## src/design/enc_cfg.svh

```systemverilog
// register map, field positions and timing constants of the encoder block
`ifndef ENC_CFG_SVH
`define ENC_CFG_SVH
`define REG_CTRL 4'h0
`define REG_INSEL 4'h1
`define REG_POS 4'h2
`define REG_CMD 4'h3
`define REG_DEB0 4'h4
`define REG_MULT 4'h7
`define REG_DIV 4'h8
`define REG_MBND 4'h9
`define REG_DBND 4'hA
`define REG_STAT 4'hB
`define CTRL_REV 0
`define CTRL_DIR 1
`define CTRL_TERM 2
`define CTRL_VAL 3
`define CTRL_RSEL 5:4
`define CTRL_MSRC 7:6
`define INSEL_A 1:0
`define INSEL_B 3:2
`define CMD_CLR 0
`define MULT_MIN 8'h01
`define MULT_MAX 8'hFF
`define DIV_MIN 8'h01
`define DIV_MAX 8'hFF
`define CLK_PERIOD_NS 8
`define DEB_STEP_NS 1000
`define HYST_STEPS 32'h0000_0002
`endif

```

## src/design/enc_pkg.sv

```systemverilog
// types shared by the encoder block
package enc_pkg;
  typedef enum logic {
    DIR_FWD = 1'b0,
    DIR_REV = 1'b1
  } dir_t;
  typedef logic [1:0] port_sel_t;
  typedef logic [7:0] factor_t;
endpackage

```

## src/design/encoder_tick_and_rate_multiplier.sv

```systemverilog
// quadrature encoder with tick generation, position counter and rate multiplier
`timescale 1ns/1ps
`default_nettype none
`include "enc_cfg.svh"
module encoder_tick_and_rate_multiplier #(
  parameter int PER_W = 24
) (
  input wire logic i_sys_clk, // system clock, 125 MHz
  input wire logic i_reset_n, // asynchronous reset, active low
  input wire logic [3:0] i_avs_address, // register word index
  input wire logic i_avs_read, // read request
  input wire logic i_avs_write, // write request
  input wire logic [31:0] i_avs_writedata, // write data
  output logic [31:0] o_avs_readdata, // read data
  output logic o_avs_waitrequest, // stall while high
  input wire logic [2:1] i_port_in, // input ports 1 and 2
  input wire logic i_bidirectional_port_in, // port 0 receiver level
  output logic o_bidirectional_port_out, // port 0 drive level
  output logic o_bidirectional_port_oe, // port 0 driven when high
  output logic o_bidirectional_port_term, // port 0 termination enable
  output logic o_tick, // encoder tick pulse
  output logic o_mult_pulse, // multiplier output pulse
  output logic o_target_clear // trigger target clear pulse
);
  import enc_pkg::*;

  localparam int US_CYCLES = `DEB_STEP_NS / `CLK_PERIOD_NS;

  //////////////////////////////////////////////////////////////////////////////
  logic rst_meta_q;
  logic rst_n_q;
  always_ff @(posedge i_sys_clk or negedge i_reset_n)
  begin
    if (!i_reset_n)
    begin
      rst_meta_q <= 1'b0;
      rst_n_q <= 1'b0;
    end
    else
    begin
      rst_meta_q <= 1'b1;
      rst_n_q <= rst_meta_q;
    end
  end

  //////////////////////////////////////////////////////////////////////////////
  logic [7:0] ctrl_q;
  logic [3:0] insel_q;
  logic [15:0] deb_time_q [3];
  factor_t mult_q;
  factor_t div_q;
  logic wait_q;
  logic wr_fire;
  logic [2:0] lvl_q;
  logic [31:0] pos_q;
  dir_t dir_q;
  logic clr;

  function automatic logic port_pick(input port_sel_t sel, input logic [2:0] lv);
    port_pick = (sel > 2'h2) ? 1'b0 : lv[sel];
  endfunction

  function automatic factor_t clamp(input factor_t v, input factor_t lo,
                                    input factor_t hi);
    clamp = (v < lo) ? lo : ((v > hi) ? hi : v);
  endfunction

  assign wr_fire = i_avs_write && !wait_q;

  // one wait cycle per request; write lands on the edge waitrequest is low
  always_ff @(posedge i_sys_clk or negedge rst_n_q)
  begin
    if (!rst_n_q)
      wait_q <= 1'b1;
    else
      wait_q <= !((i_avs_read || i_avs_write) && wait_q);
  end

  //////////////////////////////////////////////////////////////////////////////
  // input at reset
  always_ff @(posedge i_sys_clk or negedge rst_n_q)
  begin
    if (!rst_n_q)
    begin
      ctrl_q <= 8'h00;
      insel_q <= 4'h0;
      mult_q <= `MULT_MIN;
      div_q <= `DIV_MIN;
      for (int i = 0; i < 3; i++)
        deb_time_q[i] <= 16'h0000;
    end
    else if (wr_fire)
    begin
      if (i_avs_address == `REG_CTRL)
        ctrl_q <= i_avs_writedata[7:0];
      if (i_avs_address == `REG_INSEL)
        insel_q <= i_avs_writedata[3:0];
      if (i_avs_address == `REG_MULT)
        mult_q <= clamp(i_avs_writedata[7:0], `MULT_MIN, `MULT_MAX);
      if (i_avs_address == `REG_DIV)
        div_q <= clamp(i_avs_writedata[7:0], `DIV_MIN, `DIV_MAX);
      for (int i = 0; i < 3; i++)
        if (i_avs_address == `REG_DEB0 + 4'(i))
          deb_time_q[i] <= i_avs_writedata[15:0];
    end
  end

  always_ff @(posedge i_sys_clk or negedge rst_n_q)
  begin
    if (!rst_n_q)
    begin
      o_bidirectional_port_oe <= 1'b0;
      o_bidirectional_port_out <= 1'b0;
      o_bidirectional_port_term <= 1'b0;
    end
    else
    begin
      o_bidirectional_port_oe <= ctrl_q[`CTRL_DIR];
      o_bidirectional_port_out <= ctrl_q[`CTRL_VAL];
      o_bidirectional_port_term <= ctrl_q[`CTRL_TERM] && !ctrl_q[`CTRL_DIR];
    end
  end

  always_ff @(posedge i_sys_clk or negedge rst_n_q)
  begin
    if (!rst_n_q)
      o_avs_readdata <= 32'h0000_0000;
    else if (i_avs_read && wait_q)
    begin
      o_avs_readdata <= 32'h0000_0000;
      case (i_avs_address)
        `REG_CTRL: o_avs_readdata[7:0] <= ctrl_q;
        `REG_INSEL: o_avs_readdata[3:0] <= insel_q;
        `REG_POS: o_avs_readdata <= pos_q;
        `REG_MULT: o_avs_readdata[7:0] <= mult_q;
        `REG_DIV: o_avs_readdata[7:0] <= div_q;
        `REG_MBND: o_avs_readdata[23:0] <= {`MULT_MAX, 8'h00, `MULT_MIN};
        `REG_DBND: o_avs_readdata[23:0] <= {`DIV_MAX, 8'h00, `DIV_MIN};
        `REG_STAT: o_avs_readdata[3:0] <= {dir_q, lvl_q};
        default:
        begin
          for (int i = 0; i < 3; i++)
            if (i_avs_address == `REG_DEB0 + 4'(i))
              o_avs_readdata[15:0] <= deb_time_q[i];
        end
      endcase
    end
  end
  assign o_avs_waitrequest = wait_q;

  //////////////////////////////////////////////////////////////////////////////
  logic [6:0] us_cnt_q;
  logic us_tick_q;
  logic [2:0] raw;
  logic [15:0] deb_cnt_q [3];
  assign raw = {i_port_in, i_bidirectional_port_in};

  always_ff @(posedge i_sys_clk or negedge rst_n_q)
  begin
    if (!rst_n_q)
    begin
      us_cnt_q <= 7'h00;
      us_tick_q <= 1'b0;
    end
    else
    begin
      us_tick_q <= (us_cnt_q == 7'(US_CYCLES - 1));
      us_cnt_q <= (us_cnt_q == 7'(US_CYCLES - 1)) ? 7'h00 : us_cnt_q + 7'h01;
    end
  end

  for (genvar g = 0; g < 3; g++)
  begin : g_deb
    always_ff @(posedge i_sys_clk or negedge rst_n_q)
    begin
      if (!rst_n_q)
      begin
        lvl_q[g] <= 1'b0;
        deb_cnt_q[g] <= 16'h0000;
      end
      else if (deb_time_q[g] == 16'h0000)
      begin
        lvl_q[g] <= raw[g];
        deb_cnt_q[g] <= 16'h0000;
      end
      else if (raw[g] == lvl_q[g])
        deb_cnt_q[g] <= 16'h0000;
      else if (us_tick_q)
      begin
        // first tick may come at once: one extra tick keeps the full stable time
        if (deb_cnt_q[g] >= deb_time_q[g])
        begin
          lvl_q[g] <= raw[g];
          deb_cnt_q[g] <= 16'h0000;
        end
        else
          deb_cnt_q[g] <= deb_cnt_q[g] + 16'h0001;
      end
    end
  end

  //////////////////////////////////////////////////////////////////////////////
  logic a_in;
  logic b_in;
  logic [1:0] ab_q;
  logic step_up;
  logic step_dn;
  logic [31:0] pos_d;
  logic [31:0] ext_q;
  logic [31:0] delta;
  logic rst_src_q;
  logic rst_src;
  logic rev_en;

  assign a_in = port_pick(insel_q[`INSEL_A], lvl_q);
  assign b_in = port_pick(insel_q[`INSEL_B], lvl_q);
  assign rst_src = (ctrl_q[`CTRL_RSEL] != 2'h0) &&
                   port_pick(ctrl_q[`CTRL_RSEL] - 2'h1, lvl_q);
  assign rev_en = ctrl_q[`CTRL_REV];
  assign clr = (wr_fire && i_avs_address == `REG_CMD && i_avs_writedata[`CMD_CLR]) ||
               (rst_src && !rst_src_q);

  // four edges per cycle, a leads b forward
  always_comb
  begin
    step_up = 1'b0;
    step_dn = 1'b0;
    case ({ab_q, a_in, b_in})
      4'h2, 4'hB, 4'hD, 4'h4: step_up = 1'b1;
      4'h1, 4'h7, 4'hE, 4'h8: step_dn = 1'b1;
      default: ;
    endcase
  end
  assign pos_d = step_up ? pos_q + 32'h0000_0001 : pos_q - 32'h0000_0001;
  assign delta = pos_d - ext_q;

  always_ff @(posedge i_sys_clk or negedge rst_n_q)
  begin
    if (!rst_n_q)
    begin
      ab_q <= 2'h0;
      rst_src_q <= 1'b0;
      o_target_clear <= 1'b0;
    end
    else
    begin
      ab_q <= {a_in, b_in};
      rst_src_q <= rst_src;
      o_target_clear <= clr;
    end
  end

  always_ff @(posedge i_sys_clk or negedge rst_n_q)
  begin
    if (!rst_n_q)
    begin
      pos_q <= 32'h0000_0000;
      ext_q <= 32'h0000_0000;
      dir_q <= DIR_FWD;
      o_tick <= 1'b0;
    end
    else if (clr)
    begin
      pos_q <= 32'h0000_0000;
      ext_q <= 32'h0000_0000;
      dir_q <= DIR_FWD;
      o_tick <= 1'b0;
    end
    else
    begin
      o_tick <= 1'b0;
      if (step_up || step_dn)
      begin
        pos_q <= pos_d;
        unique case (dir_q)
          DIR_FWD:
          begin
            // ticks past the farthest point, or when rev_en is set and it has gone HYST_STEPS back
            if (!delta[31] && delta != 32'h0000_0000)
            begin
              o_tick <= 1'b1;
              ext_q <= pos_d;
            end
            else if (rev_en && (32'h0000_0000 - delta) >= `HYST_STEPS)
            begin
              o_tick <= 1'b1;
              ext_q <= pos_d;
              dir_q <= DIR_REV;
            end
          end
          DIR_REV:
          begin
            if (!rev_en)
            begin
              dir_q <= DIR_FWD;
              ext_q <= pos_d;
            end
            else if (delta[31])
            begin
              o_tick <= 1'b1;
              ext_q <= pos_d;
            end
            else if (delta >= `HYST_STEPS)
            begin
              o_tick <= 1'b1;
              ext_q <= pos_d;
              dir_q <= DIR_FWD;
            end
          end
        endcase
      end
    end
  end

  //////////////////////////////////////////////////////////////////////////////
  logic msrc;
  logic msrc_q;
  logic [PER_W-1:0] per_cnt_q;
  logic [PER_W-1:0] period_q;
  logic [PER_W+7:0] limit;
  logic [PER_W+8:0] acc_q;
  logic [PER_W+8:0] acc_n;

  assign msrc = (ctrl_q[`CTRL_MSRC] == 2'h3) ? o_tick :
                port_pick(ctrl_q[`CTRL_MSRC], lvl_q);
  assign limit = period_q * div_q;
  assign acc_n = acc_q + (PER_W+9)'(mult_q);

  // slow inputs saturate the period counter at all ones and stop output
  always_ff @(posedge i_sys_clk or negedge rst_n_q)
  begin
    if (!rst_n_q)
    begin
      msrc_q <= 1'b0;
      per_cnt_q <= '0;
      period_q <= '0;
    end
    else
    begin
      msrc_q <= msrc;
      if (msrc && !msrc_q)
      begin
        period_q <= per_cnt_q + PER_W'(1);
        per_cnt_q <= '0;
      end
      else if (&per_cnt_q)
        period_q <= '0;
      else
        per_cnt_q <= per_cnt_q + PER_W'(1);
    end
  end

  // accumulator gives period times D over M
  // jitter bounded by one clock period
  always_ff @(posedge i_sys_clk or negedge rst_n_q)
  begin
    if (!rst_n_q)
    begin
      acc_q <= '0;
      o_mult_pulse <= 1'b0;
    end
    else if (period_q == '0)
    begin
      acc_q <= '0;
      o_mult_pulse <= 1'b0;
    end
    else if (acc_n >= (PER_W+9)'(limit))
    begin
      acc_q <= acc_n - (PER_W+9)'(limit);
      o_mult_pulse <= 1'b1;
    end
    else
    begin
      acc_q <= acc_n;
      o_mult_pulse <= 1'b0;
    end
  end
endmodule // encoder_tick_and_rate_multiplier
`default_nettype wire

```

## config.mk

```make
export PLATFORM = sky130hd
export DESIGN_NAME = encoder_tick_and_rate_multiplier
export DESIGN_NICKNAME = d
export VERILOG_FILES = /design/src/design/enc_pkg.sv /design/src/design/encoder_tick_and_rate_multiplier.sv
export VERILOG_INCLUDE_DIRS = /design/src /design/src/design
export SDC_FILE = /design/constraint.sdc
export NUM_CORES = 1
export LEC_CHECK = 0
export ABC_AREA = 1
export BUFFER_PORTS_ARGS = -buffer_cell sky130_fd_sc_hd__buf_2
export CAP_MARGIN = 10
export CORE_MARGIN = 3
export CORE_UTILIZATION = 55
export DETAILED_ROUTE_END_ITERATION = 16
export GPL_TIMING_DRIVEN = 0
export PLACE_DENSITY = 0.72
export SETUP_SLACK_MARGIN = 0.3
export SLEW_MARGIN = 20
export SYNTH_ARGS = -nofsm -noshare
export SYNTH_HDL_FRONTEND = slang
export SYNTH_SLANG_ARGS = --single-unit
export TNS_END_PERCENT = 50
```

## constraint.sdc

```tcl
create_clock -name i_sys_clk -period 23.9 [get_ports i_sys_clk]
set_clock_uncertainty 0.05 [all_clocks]
set_input_delay 1.195 -clock i_sys_clk [delete_from_list [all_inputs] [get_ports i_sys_clk]]
set_output_delay 1.195 -clock i_sys_clk [all_outputs]
set_load 0.1 [all_outputs]
```

After elaboration in Yosys (flattened, before gate mapping)
Index checks and enable logic that the tools add are counted.

word-level totals
  memories = 0
  word-level logic and storage cells = 233
  ROM bits = 0
  input bits = 43
  memory bits (writable) = 0
  register bits after elaboration = 326
  bits in latches = 0
  output and inout port bits = 39

operators by class
  reduce and logical (&&, ||, !) cells = 55
  shift-type cells = 0
  magnitude comparators = 16
  equality and inequality tests = 30
  bitwise gates (word level) = 1
  multiply operators = 1
  muxes and demuxes = 84
  divide/modulo/power cells = 0
  add/subtract/negate cells = 12

operators with widths
  cell                                                   number
  two-way mux 32 bit                                     10
  two-way mux 16 bit                                     15
  two-way mux 24 bit                                     4
  two-way mux 33 bit                                     2
  >= comparator 32 x 2 -> 1 bit (second input constant)  2
  case mux 32 bit (2 select lines)                       1
  adder 16 x 1 -> 16 bit (second input constant)         3
  >= comparator 16 bit                                   3
  logical NOT 16 bit                                     3
  two-way mux 1 bit                                      38
  adder 33 x 8 -> 33 bit                                 1
  >= comparator 33 x 32 -> 1 bit                         1
  subtractor 33 x 32 -> 33 bit                           1
  adder 32 x 1 -> 32 bit (second input constant)         1
  == test 4 bit (second input constant)                  8
  multiplier 24 x 8 -> 32 bit                            1
  case mux 8 bit (2 select lines)                        2
  nonzero test 32 bit                                    1
  subtractor 1 x 32 -> 32 bit (first input constant)     1
  subtractor 32 x 1 -> 32 bit (second input constant)    1
  subtractor 32 bit                                      1
  case mux 4 bit (7 select lines)                        1
  adder 24 x 1 -> 24 bit (second input constant)         1
  == test 4 x 3 -> 1 bit (second input constant)         6
  other kinds (33)                                       91

Longest topological paths before layout
  depth after elaboration = 16
  gate-level depth with buffers = 48
  mapped depth without buffers = 47

Least setup slack after synthesis
OpenSTA, ideal clock, no wires.

  path type = flip-flop to flip-flop
  from = reg div_q[4]
  to = reg acc_q[27]
  arrival time = 6.614 ns
  clock period less this slack = 6.785 ns
  buffers on the path = 3
  stages on the path, launching flop included = 34
  setup time = 0.121 ns
  required time = 23.729 ns
  path slack = 17.115 ns
  cells stage by stage = dfrtp_1 clkbuf_1 clkbuf_1 nand2_1 fa_1 fa_1 inv_1 fa_1 fa_1 ha_1 a21oi_1 inv_1 a31oi_1 o21ai_0 a31oi_1 o21ai_0 a21boi_0 inv_1 a21oi_1 o21bai_1 inv_1 o21bai_1 xnor2_1 ha_1 a21oi_1 o21a_1 o221ai_1 a21oi_1 nand2_1 nand2_1 nand2_2 buf_2 o21ai_0 nor2_1

on the way
  word-level cells in the longest chain between the ends = 4
  elaborated cells between the ends (all ways) = 5
  classes of those cells = add/sub: 1; mul: 1; order compare: 1; mux: 2

ends and longest elaborated chain
  item                                                                            RTL line                                                                          text
  start: declaration                                                              encoder_tick_and_rate_multiplier.sv:51                                            factor_t div_q;
  start signal: assignment                                                        encoder_tick_and_rate_multiplier.sv:88                                            div_q <= `DIV_MIN;
  start signal: assignment                                                        encoder_tick_and_rate_multiplier.sv:101                                           div_q <= clamp(i_avs_writedata[7:0], `DIV_MIN, `DIV_MAX);
  multiplier 24 x 8 -> 32 bit *                                                   encoder_tick_and_rate_multiplier.sv:326                                           assign limit = period_q * div_q;
  subtractor 33 x 32 -> 33 bit or >= comparator 33 x 32 -> 1 bit (tied branches)  encoder_tick_and_rate_multiplier.sv:369, encoder_tick_and_rate_multiplier.sv:367
  two-way mux 33 bit *                                                            encoder_tick_and_rate_multiplier.sv:367                                           else if (acc_n >= (PER_W+9)'(limit))
  two-way mux 33 bit *                                                            encoder_tick_and_rate_multiplier.sv:362                                           else if (period_q == '0)
  end signal: assignment                                                          encoder_tick_and_rate_multiplier.sv:369                                           acc_q <= acc_n - (PER_W+9)'(limit);
  end signal: assignment                                                          encoder_tick_and_rate_multiplier.sv:374                                           acc_q <= acc_n;
  end: declaration                                                                encoder_tick_and_rate_multiplier.sv:321                                           logic [PER_W+8:0] acc_q;

Every way passes the cells marked *; elsewhere a longest branch is shown, timed or not.
A chain may end at the register's enable or synchronous reset.

Worst setup path after layout
  from = reg div_q[3]
  to = reg acc_q[2]

on the way
  word-level cells in the longest chain between the ends = 4

ends and longest elaborated chain
  item                            RTL line
  multiplier 24 x 8 -> 32 bit     encoder_tick_and_rate_multiplier.sv:326
  >= comparator 33 x 32 -> 1 bit  encoder_tick_and_rate_multiplier.sv:367
  two-way mux 33 bit              encoder_tick_and_rate_multiplier.sv:367
  two-way mux 33 bit              encoder_tick_and_rate_multiplier.sv:362

Every way passes these cells.

==> flow_summary.toml <==
[run_status]
status = "completed"

[min_path]
hp-class = "flop to flop"
hold_start = "rst_meta_q"
whs_path_depth = 0
min_to = "rst_n_q"

[clock_network]
path_clk_slew_ns = 0.06
post-cts-setup-buffer-count = 0
cts_buffers = 36
clockBufferDepth = 3
htree_levels = 2
clock_sinks = 326
clkLatencyLatePin_ns = 0.57
cts_resized = 0
cts_tree = "done"
cts_root_buffer = "clkbuf_16"
ctsHoldBuffers = 0

[logic_synthesis]
ys_ff_latch = 326
ys_top_cells_by_count = "nand2_1, inv_1, dfrtp_1, nor2_1, o21ai_0"
yosys.area.top_type_share_pct = 27.7
ys.flop_type = "dfrtp_1"
synth_top_cell_by_area = "dfrtp_1"
syn_avg_cell_area_um2 = 7.19
synth.distinct_cells = 61
synth.most_common_cell = "nand2_1"
synth-edff-count = 0
async_flop_share_pct = 100
synth_nets = 4449
yosysWarnings = 0
synth.area.top_cells = "dfrtp_1, nand2_1, inv_1"
ys_seq_area_share_pct = 28.0
syn_inst = 4058
synth_area_um2 = 29200

[critical_path]
cp_slowest_cell = "fa_1"
critPathArrivalTime_ns = 8.69
rr_worst_depth = 32
reg2reg_slack_ns = 15.63
worst_path_most_repeated_cell = "inv_1"
worstReg2RegEnd = "acc_q[2]"
critical_path.max_stage_delay_ns = 0.55
worstReg2RegStart = "div_q[3]"
cp.required_ns = 24.33
path_class = "flop to flop"
worstSetupStartpointType = "flop"
setup.worst_path.end_class = "flop"
worstPathMaxFanout = 10

[timing]
final.period_utilization_pct = 34.6
final_max_slew_viol_count = 0
setup_tns_ns = 0
setup_violations = 0
fin_ws_ns = 15.63
worst_pin_slew_ns = 0.844
rsz0062_at_grt = "false"
fmax_ghz = 0.121
slew_headroom_pct = 43.5
hold_viol = 0
period_minus_slack_ns = 8.27

[floorplanning]
start_util_pct = 56.2
rows = 83
die_w_um = 236
ios = 82
dieArea_um2 = 55800
fp.dieH_um = 236
placeableCoreArea_um2 = 51900

[finish]
fin_nets = 4558
num-fill-cells = 4771
drive_above_1_share_pct = 5.03
antenna_cells = 0
utilization_pct = 61.1
synthToLayoutAreaGrowth_pct = 8.79
fin_cells = 4872

[global_routing]
grt_max_degree = 57
grt_pass1_wl_um = 128000
grt_pass1_vias = 25300
grt_use_total_pct = 27.6
antenna_found_initial = 2
overflow = 0

[placement]
dpl.hpwl_um = 61800
post-place-ws_ns = 15.76
dp.cells = 4809
gp_congestion = 0.951
numPortBuffers = 65

[routing]
via_per_inst = 5.44
wl_per_cell_um = 15.8
ant_nets = 0
dr.first_iter.drc_count = 1946
dr.pass1.iters = 6
via_count = 26500
drcViolationCount = 0
drt_wl_total_um = 77100

[run]
cap_viol_max_count = 0
==> stage by stage <==
stage | hold WS [ns] | cell area [um2]
6_report | 0.297 | 31700
5_1_grt | 0.317 | 31700
4_1_cts | 0.304 | 31700
3_5_place_dp | 0.291 | 30500
3_3_place_gp | 0.287 | 30300
2_1_floorplan | 0.281 | 29200
==> routing by layer <==
layer	wire length [um]	part of all wire, %	GRT usage (%)	vias up
li1	-	-	-	13200
met1	35200	46	39.2	12400
met2	35000	45	44.4	748
met3	4570	5.9	3.44	140
met4	2250	2.9	8.48	2
met5	13	0.017	0	-
==> registers in the layout, indices dropped and copies added, names as in the netlist, 2 cells and up <==
signal          cells
deb_cnt_q          48
us_cnt_q            7
ctrl_q              8
div_q               8
period_q           24
ab_q                2
deb_time_q         48
per_cnt_q          24
lvl_q               3
insel_q             4
acc_q              33
o_avs_readdata     32
ext_q              32
pos_q              32
mult_q              8
==> cell usage in the layout (no fill, tap or decap), types with 6 or more instances in the layout <==
cell type | synthesis | layout
dfrtp_1 | 323 | 322
nand3_1 | 194 | 194
nand4_1 | 94 | 94
o21a_1 | 10 | 10
a221oi_1 | 10 | 10
o22ai_1 | 76 | 76
inv_2 | 9 | 9
buf_2 | 9 | 74
a21o_1 | 10 | 10
nor3_1 | 48 | 48
ha_1 | 212 | 212
fa_1 | 136 | 136
o211ai_1 | 6 | 6
a21boi_0 | 12 | 12
nor2_1 | 257 | 257
o31ai_1 | 12 | 12
xnor2_1 | 55 | 55
clkbuf_8 | 0 | 11
o21bai_1 | 14 | 14
nor2_2 | 16 | 16
clkbuf_16 | 0 | 37
xor2_1 | 111 | 111
clkbuf_1 | 97 | 105
a21oi_1 | 206 | 206
o21ai_0 | 232 | 232
buf_1 | 7 | 7
inv_1 | 747 | 747
nor4_1 | 17 | 17
nand2_1 | 1021 | 1020
a31oi_1 | 19 | 19
nand2_2 | 16 | 17
clkinv_1 | 6 | 6
nand3b_1 | 10 | 10
==> cells by family after synthesis <==
kind of cell | count (synthesis) | share of synthesized area [%]
buf+inv | 879 | 11.4
mux | 2 | 0.0729
fa+ha+maj | 348 | 18.4
compound gates | 635 | 12.3
flops | 326 | 28.0
other cells | 1 | 0.0129
simple gates | 1701 | 24.8
xor+xnor | 166 | 4.98
==> worst max path at each step <==
stage	start	end
3_5_place_dp	div_q[3]	acc_q[2]
5_1_grt	div_q[4]	acc_q[4]
3_3_place_gp	rst_n_q	acc_q[24]
2_1_floorplan	rst_n_q	ab_q[0]
6_report	div_q[3]	acc_q[2]
4_1_cts	div_q[3]	acc_q[2]
==> critical path, delay by kind of cell (launching register included) <==
| kind | cells | cell delay [ns] |
|---|---|---|
| compound gates | 12 | 2.75 |
| buf+inv | 8 | 1.42 |
| flops | 1 | 0.32 |
| simple gates | 5 | 0.71 |
| xor+xnor | 1 | 0.14 |
| fa+ha+maj | 6 | 2.76 |
==> cell type report <==
class / instances / area (um2) / share of cell area [%]
Multi-Input combinational cell: 2853 / 17700 / 55.7
Buffer: 117 / 474 / 1.49
Timing Repair Buffer: 71 / 475 / 1.50
Clock buffer: 56 / 1110 / 3.49
Sequential cell: 326 / 8170 / 25.7
Inverter: 762 / 2860 / 9.01
Tap cell: 680 / 851 / 2.68
Clock inverter: 7 / 125 / 0.394
Power is left out: the tool's default activity adds up to more than one toggle a clock period on the data nets, which glitch-free logic cannot reach.
